$ cat config.mk
export PLATFORM = sky130hd
export DESIGN_NAME = isc_start_gen
export DESIGN_NICKNAME = d
export VERILOG_FILES = /design/src/common/isc_pkg.sv /design/src/logic/isc_start_gen.sv /design/src/logic/isc_rate_counter.sv
export SDC_FILE = /design/constraint.sdc
export NUM_CORES = 1
export LEC_CHECK = 0
export BUFFER_PORTS_ARGS = -buffer_cell sky130_fd_sc_hd__buf_2
export CELL_PAD_IN_SITES_DETAIL_PLACEMENT = 0
export CELL_PAD_IN_SITES_GLOBAL_PLACEMENT = 1
export CORE_AREA = 2 2 46 66
export DETAILED_ROUTE_END_ITERATION = 7
export DIE_AREA = 0 0 48 68
export GPL_TIMING_DRIVEN = 0
export PLACE_DENSITY = 0.88
export SYNTH_ARGS = -nofsm -noshare
export SYNTH_HDL_FRONTEND = slang
export SYNTH_SLANG_ARGS = --single-unit
$ cat constraint.sdc
create_clock -name I_CLK -period 3.41 [get_ports I_CLK]
set_clock_uncertainty 0.2 [all_clocks]
set_input_delay 0.5115 -clock I_CLK [delete_from_list [all_inputs] [get_ports I_CLK]]
set_output_delay 0.5115 -clock I_CLK [all_outputs]
set_load 0.1 [all_outputs]
$ cat src/common/isc_pkg.sv
// package: constants and types of the start/collision generator
`default_nettype none
package isc_pkg;

   // rate counter width and the reload field taken from the reload value
   localparam int RATE_W = 7;
   localparam logic [RATE_W-1:0] RATE_RST = 7'h00;
   localparam logic [RATE_W-1:0] RATE_ZERO = 7'h00;
   localparam logic [RATE_W-1:0] RATE_ONE = 7'h01;

   // four internal phases per instruction cycle, counter steps on two
   localparam int PH_W = 2;
   localparam logic [PH_W-1:0] PH_RST = 2'h0;
   localparam logic [PH_W-1:0] PH_ONE = 2'h1;
   localparam logic [PH_W-1:0] PH_SECOND = 2'h1;
   localparam logic [PH_W-1:0] PH_FOURTH = 2'h3;

   // rollovers per serial clock period, and the worked example
   localparam int ROLLOVERS_PER_SCL = 2;
   localparam logic [RATE_W-1:0] EXAMPLE_RELOAD = 7'h19;
   localparam int EXAMPLE_INSN_HZ = 10_000_000;
   localparam int EXAMPLE_SCL_HZ = 400_000;

   // bus clock of this implementation
   localparam int CLK_PERIOD_NS = 25;

   // start sequencer states, one-hot
   typedef enum logic [4:0] {
      ST_IDLE   = 5'b0_0001,
      ST_CHECK  = 5'b0_0010,
      ST_FIRST  = 5'b0_0100,
      ST_SECOND = 5'b0_1000,
      ST_HOLD   = 5'b1_0000
   } isc_state_t;

   // state of the rate counter module
   typedef struct packed {
      logic [RATE_W-1:0] count;
   } isc_cnt_t;

   // state of the sequencer
   typedef struct packed {
      isc_state_t state;
      logic [PH_W-1:0] phase;
      logic sda_meta;
      logic sda_sync;
      logic scl_meta;
      logic scl_sync;
      logic sda_rel;
      logic scl_rel;
      logic drv_lvl;
      logic coll_flag;
      logic done;
      logic busy;
      logic port_rst;
   } isc_seq_t;

   // true on the second and fourth phase of an instruction cycle
   function automatic logic is_tick(input logic [PH_W-1:0] ph);
      is_tick = (ph == PH_SECOND) || (ph == PH_FOURTH);
   endfunction

endpackage
`default_nettype wire

$ cat src/logic/isc_start_gen.sv
// start-condition generator with bus collision detection
`timescale 1ns/1ps
`default_nettype none
// Notes on behaviour
// - start requested with data or clock line low raises a collision
// - clock line low before we pull data low is a collision
// - on collision abort start, set flag, send port back to idle
// - start begins with both lines released; both watched until data is pulled low
// - data line high: load counter from reload bits 6:0, count to zero
// - data low during first count: reset counter, pull data low at once
// - data high through first count: pull data low when count ends
// - after data low reload and count again; clock low is no collision
// - pull clock line low when second count ends, start complete
// - two masters starting together are not flagged; they arbitrate later
// - one serial clock period equals two full counter rollovers
// - counter steps down on second and fourth phase of each cycle
// - counter stops at zero until reloaded
module isc_start_gen
   import isc_pkg::*;
(
   input wire logic I_CLK,
   input wire logic I_RST,
   input wire logic I_START,
   input wire logic I_NEXT_PHASE,
   input wire logic I_COLL_CLR,
   input wire logic [RATE_W-1:0] I_RELOAD,
   input wire logic I_SDA,
   input wire logic I_SCL,
   output logic O_SDA,
   output logic O_SDA_OE_N,
   output logic O_SCL,
   output logic O_SCL_OE_N,
   output logic O_BUS_COLLISION_FLAG,
   output logic O_START_DONE,
   output logic O_BUSY,
   output logic O_PORT_RESET
);

   localparam isc_seq_t SEQ_RST = '{
      state: ST_IDLE,
      phase: PH_RST,
      sda_meta: 1'b1,
      sda_sync: 1'b1,
      scl_meta: 1'b1,
      scl_sync: 1'b1,
      sda_rel: 1'b1,
      scl_rel: 1'b1,
      drv_lvl: 1'b0,
      coll_flag: 1'b0,
      done: 1'b0,
      busy: 1'b0,
      port_rst: 1'b0
   };

   isc_seq_t st_r;
   isc_seq_t st_nxt;
   logic cnt_load;
   logic cnt_tick;
   logic cnt_zero;
   logic [RATE_W-1:0] cnt_value;
   logic sda_hi;
   logic scl_hi;
   logic coll_set;

   // synchronised line levels, read only from the second stage
   assign sda_hi = st_r.sda_sync;
   assign scl_hi = st_r.scl_sync;
   assign cnt_tick = is_tick(st_r.phase);

   // shared rate counter
   isc_rate_counter u_rate
   (
      .i_clk(I_CLK),
      .i_rst(I_RST),
      .i_load(cnt_load),
      .i_tick(cnt_tick),
      .i_reload(I_RELOAD),
      .o_count(cnt_value),
      .o_zero(cnt_zero)
   );

   // sequencer next state
   always_comb
   begin
      st_nxt = st_r;
      cnt_load = 1'b0;
      coll_set = 1'b0;
      st_nxt.phase = st_r.phase + PH_ONE;
      st_nxt.sda_meta = I_SDA;
      st_nxt.sda_sync = st_r.sda_meta;
      st_nxt.scl_meta = I_SCL;
      st_nxt.scl_sync = st_r.scl_meta;
      st_nxt.drv_lvl = 1'b0;
      st_nxt.done = 1'b0;
      st_nxt.port_rst = 1'b0;
      case (st_r.state)
         ST_IDLE:
         begin
            // lines released while idle
            st_nxt.sda_rel = 1'b1;
            st_nxt.scl_rel = 1'b1;
            if (I_START)
            begin
               st_nxt.state = ST_CHECK;
            end
         end
         ST_CHECK:
         begin
            if (!sda_hi || !scl_hi)
            begin
               coll_set = 1'b1;
            end
            else
            begin
               cnt_load = 1'b1;
               st_nxt.state = ST_FIRST;
            end
         end
         ST_FIRST:
         begin
            if (!scl_hi)
            begin
               coll_set = 1'b1;
            end
            else if (!sda_hi)
            begin
               // another master started first: no collision
               cnt_load = 1'b1;
               st_nxt.sda_rel = 1'b0;
               st_nxt.state = ST_SECOND;
            end
            else if (cnt_zero)
            begin
               cnt_load = 1'b1;
               st_nxt.sda_rel = 1'b0;
               st_nxt.state = ST_SECOND;
            end
         end
         ST_SECOND:
         begin
            // clock line level is ignored here
            if (cnt_zero)
            begin
               // one count per half period: two rollovers per period
               st_nxt.scl_rel = 1'b0;
               st_nxt.done = 1'b1;
               st_nxt.state = ST_HOLD;
            end
         end
         ST_HOLD:
         begin
            // lines held low until the address phase takes over
            if (I_NEXT_PHASE)
            begin
               st_nxt.sda_rel = 1'b1;
               st_nxt.scl_rel = 1'b1;
               st_nxt.state = ST_IDLE;
            end
         end
         default:
         begin
            st_nxt.state = ST_IDLE;
            st_nxt.sda_rel = 1'b1;
            st_nxt.scl_rel = 1'b1;
         end
      endcase
      // collision: release both lines and return the port to idle
      if (coll_set)
      begin
         st_nxt.state = ST_IDLE;
         st_nxt.sda_rel = 1'b1;
         st_nxt.scl_rel = 1'b1;
         st_nxt.port_rst = 1'b1;
      end
      // sticky flag, a new collision wins over the clear
      if (coll_set)
      begin
         st_nxt.coll_flag = 1'b1;
      end
      else if (I_COLL_CLR)
      begin
         st_nxt.coll_flag = 1'b0;
      end
      st_nxt.busy = (st_nxt.state != ST_IDLE);
   end

   // state register
   always_ff @(posedge I_CLK or posedge I_RST)
   begin
      if (I_RST)
      begin
         st_r <= SEQ_RST;
      end
      else
      begin
         st_r <= st_nxt;
      end
   end

   // outputs straight from the state register
   assign O_SDA = st_r.drv_lvl;
   assign O_SDA_OE_N = st_r.sda_rel;
   assign O_SCL = st_r.drv_lvl;
   assign O_SCL_OE_N = st_r.scl_rel;
   assign O_BUS_COLLISION_FLAG = st_r.coll_flag;
   assign O_START_DONE = st_r.done;
   assign O_BUSY = st_r.busy;
   assign O_PORT_RESET = st_r.port_rst;
endmodule // isc_start_gen
`default_nettype wire

$ cat src/logic/isc_rate_counter.sv
// rate counter: reload, count down on ticks, stop at zero
`timescale 1ns/1ps
`default_nettype none
module isc_rate_counter
   import isc_pkg::*;
(
   input wire logic i_clk,
   input wire logic i_rst,
   input wire logic i_load,
   input wire logic i_tick,
   input wire logic [RATE_W-1:0] i_reload,
   output logic [RATE_W-1:0] o_count,
   output logic o_zero
);

   localparam isc_cnt_t CNT_RST = '{count: RATE_RST};

   isc_cnt_t cnt_r;
   isc_cnt_t cnt_nxt;

   // load wins, otherwise step down on a tick until zero
   always_comb
   begin
      cnt_nxt = cnt_r;
      if (i_load)
      begin
         cnt_nxt.count = i_reload;
      end
      else if (i_tick && (cnt_r.count != RATE_ZERO))
      begin
         cnt_nxt.count = cnt_r.count - RATE_ONE;
      end
   end

   // state register
   always_ff @(posedge i_clk or posedge i_rst)
   begin
      if (i_rst)
      begin
         cnt_r <= CNT_RST;
      end
      else
      begin
         cnt_r <= cnt_nxt;
      end
   end

   assign o_count = cnt_r.count;
   assign o_zero = (cnt_r.count == RATE_ZERO);
endmodule // isc_rate_counter
`default_nettype wire

==> qor.yml <==
outcome:
  status: "finished, final reports clean"
die:
  placementRows: 23
  die_area_um2: 3260
  coreArea_um2: 2730
  start_util: 0.425
  die_y_um: 68
  io_pins: 22
  die_w_um: 48
detailed_routing:
  wl_met1_um: 820
  routedWlPerCell_um: 11.9
  drt_pass1_iterations: 4
  highest_layer: "met4"
  post-route-drc-count: 0
  met3WireLength_um: 51
  routed_wl_mm: 2.02
  ant_nets: 0
  met2_length_mm: 1.10
  vias: 853
  drtIter0Drc: 42
  viasPerCell: 5.02
clock_network:
  numCtsBuffers: 3
  cts_hold_buf: 0
  htreeDepth: 1
  clock_latency_ns: 0.26
  clock-sinks: 24
  clk_root_buffer_cell: "clkbuf_8"
  postCtsSetupRepairBufs: 0
  tritoncts: "done"
  cts_resized: 0
  clkSlewWorstSetupHoldPaths_ns: 0.08
  clockBufferDepth: 2
critical_path:
  crit_path_end_kind: "flop"
  worstPathArrival_ns: 2.15
  path_class: "reg -> reg"
  required_ns: 3.36
  critPathMaxFanout: 7
  cp-start-kind: "flop"
run:
  cap_violations: 0
power:
  power_leakage_nw: 0.654
  peakVddDrop_v: 0.000309
  powerDensity_nw_per_um2: 722
sta:
  setup_viol: 0
  worstMarginPinSlew_ns: 0.867
  final-max-slew-violation-count: 0
  setup_tns_ns: 0
  fin_crit_ns: 2.19
  max_freq_ghz: 0.456
  rsz0062_at_grt: "no"
  hold_viol_final: 0
  final.period_utilization: 0.643
  maxSlewHeadroom: 0.421
logic_synthesis:
  synth_warnings: 0
  synth_cells: 109
  yosysSeqAreaShare: 0.524
  synth_area_per_cell_um2: 10.7
  ys_ff_latch: 24
  synth-edff-count: 0
  ys_types: 34
  postSynth.asyncResetShare: 1.00
  synth_top_area_share: 0.366
  syn_area_um2: 1160
  ys_top_cells_by_area: "dfrtp_1 37%, dfstp_2 16%, mux2_2 4.8%"
  synth_top_cell_by_area: "dfrtp_1"
  synth_flop_cell: "dfrtp_1"
cells_and_area:
  insertedDiodeCount: 0
  fin_nets: 151
  fillers: 276
  layout-drive-gt1-share: 0.316
  area_growth_pct: 17.2
  post-route-util: 0.498
place:
  numPortBuffers: 19
  hpwlAfterDp_mm: 1.52
  gp_congestion: 0.731
global_route:
  antenna_found_initial: 0
  grt_max_degree: 25
  grt_pass1_vias: 820
  grt_pass1_wl_mm: 3.41
  overflow: 0
  grtUsageTotal: 0.144
hold_path:
  min_path_type: "in -> reg"
==> worst max-delay path: stages, from the launching register on <==
cell and delay (ns):
dfrtp_1 0.39, inv_1 0.06, ha_1 0.22, and4b_1 0.21
buf_6 0.13, or4_1 0.48, xnor2_1 0.13, mux2_2 0.26
==> metal layers <==
layer	vias to the layer above	GRT usage
met2	13	0.243
met4	0	0.0642
met3	6	0.0290
met1	413	0.169
met5	-	0
li1	421	-
==> stage by stage <==
stage	instance area (um^2)	total power [mW]	instances	hold WS [ns]	setup WS, ns
6_report	1360	0.983	170	0.141	1.22
5_1_grt	1360	1.05	170	0.135	1.12
4_1_cts	1360	0.993	170	0.138	1.21
3_5_place_dp	1310	0.803	166	0.147	1.21
3_3_place_gp	1310	0.785	166	0.145	1.25
2_1_floorplan	1170	0.729	110	0.145	1.31
==> cell usage after synthesis, types with 2 or more instances <==
cell and number:
dfrtp_1 17, nor2_1 11, inv_1 10, dfstp_2 7, nand2_1 7, o21ai_0 6, mux2_2 5, nor3_1 5
a21oi_1 4, mux2i_1 4, ha_1 3, a21o_1 2, a21oi_2 2, a221o_1 2, buf_4 2, nor2b_1 2
o21a_1 2, xnor2_1 2
==> sequential cells by signal (all words and copies together) (netlist names) <==
name                  flops
O_SDA_OE_N                1
O_SCL_OE_N                1
scl_hi                    1
u_rate.o_count            7
O_START_DONE              1
st_r                      7
st_nxt                    2
O_BUS_COLLISION_FLAG      1
O_BUSY                    1
sda_hi                    1
O_PORT_RESET              1
==> path summary, 6_finish.rpt <==
| path | from | slack, ns | cells past startpoint | endpoint |
|---|---|---|---|---|
| max | u_rate.o_count[0] | 1.22 | 7 | u_rate.o_count[5] |
| min | I_SCL | 0.14 | 1 | st_nxt[7] |
| max reg2reg | u_rate.o_count[0] | 1.22 | 7 | u_rate.o_count[5] |
| min reg2reg | st_nxt[9] | 0.16 | 0 | sda_hi |
| max in group asynchronous | I_RST | 2.25 | 2 | st_r[14] |
| min in group asynchronous | I_RST | 0.22 | 2 | O_PORT_RESET |
==> layout by cell type (no fill, tap or decap) <==
cell	count
nand4b_1	1
buf_4	2
nand4bb_1	1
mux2i_1	4
or3_2	1
dfrtp_1	17
nor3b_1	1
nor3_1	5
buf_6	1
a21oi_1	4
a21oi_2	2
a31o_2	1
conb_1	2
nand3_1	1
or4_1	1
a31oi_1	1
o21a_1	2
a221o_1	2
and4b_1	1
o311ai_1	1
a21o_1	2
nor2_1	11
xnor2_1	2
clkbuf_8	4
xor2_1	1
nand2b_1	1
nor2b_1	2
dfstp_2	7
buf_2	19
o31ai_1	1
ha_1	3
nand2_1	7
o21ai_0	6
inv_1	10
mux2_2	5
o21bai_1	1
==> kinds of logic (layout without fill, tap and decap cells) <==
group	Yosys count	count (layout)	share of synthesized area
other	1	2	0.00323
muxes	9	9	0.0829
adders and majority gates	3	3	0.0323
DFF	24	24	0.524
AOI/OAI and AO/OA	23	23	0.135
xor gates and xnor gates	3	3	0.0226
and+or+nand+nor	33	33	0.145
buffers and inverters	13	36	0.0549
==> power breakdown <==
group	internal, mW	switching, mW	leakage, nW
Combinational	0.144	0.225	0.336
Clock	0.103	0.0862	0.0288
Sequential	0.363	0.0624	0.289
Total	0.610	0.373	0.654
==> cell type report <==
cell class | count | area (um^2) | area share
Multi-Input combinational cell | 73 | 493 | 0.362
Buffer | 3 | 26.3 | 0.0193
Inverter | 10 | 37.5 | 0.0275
Clock buffer | 4 | 55.1 | 0.0404
Sequential cell | 24 | 609 | 0.447
Timing Repair Buffer | 19 | 95.1 | 0.0698
Tap cell | 37 | 46.3 | 0.0340
(Power assumes the default switching activity.)
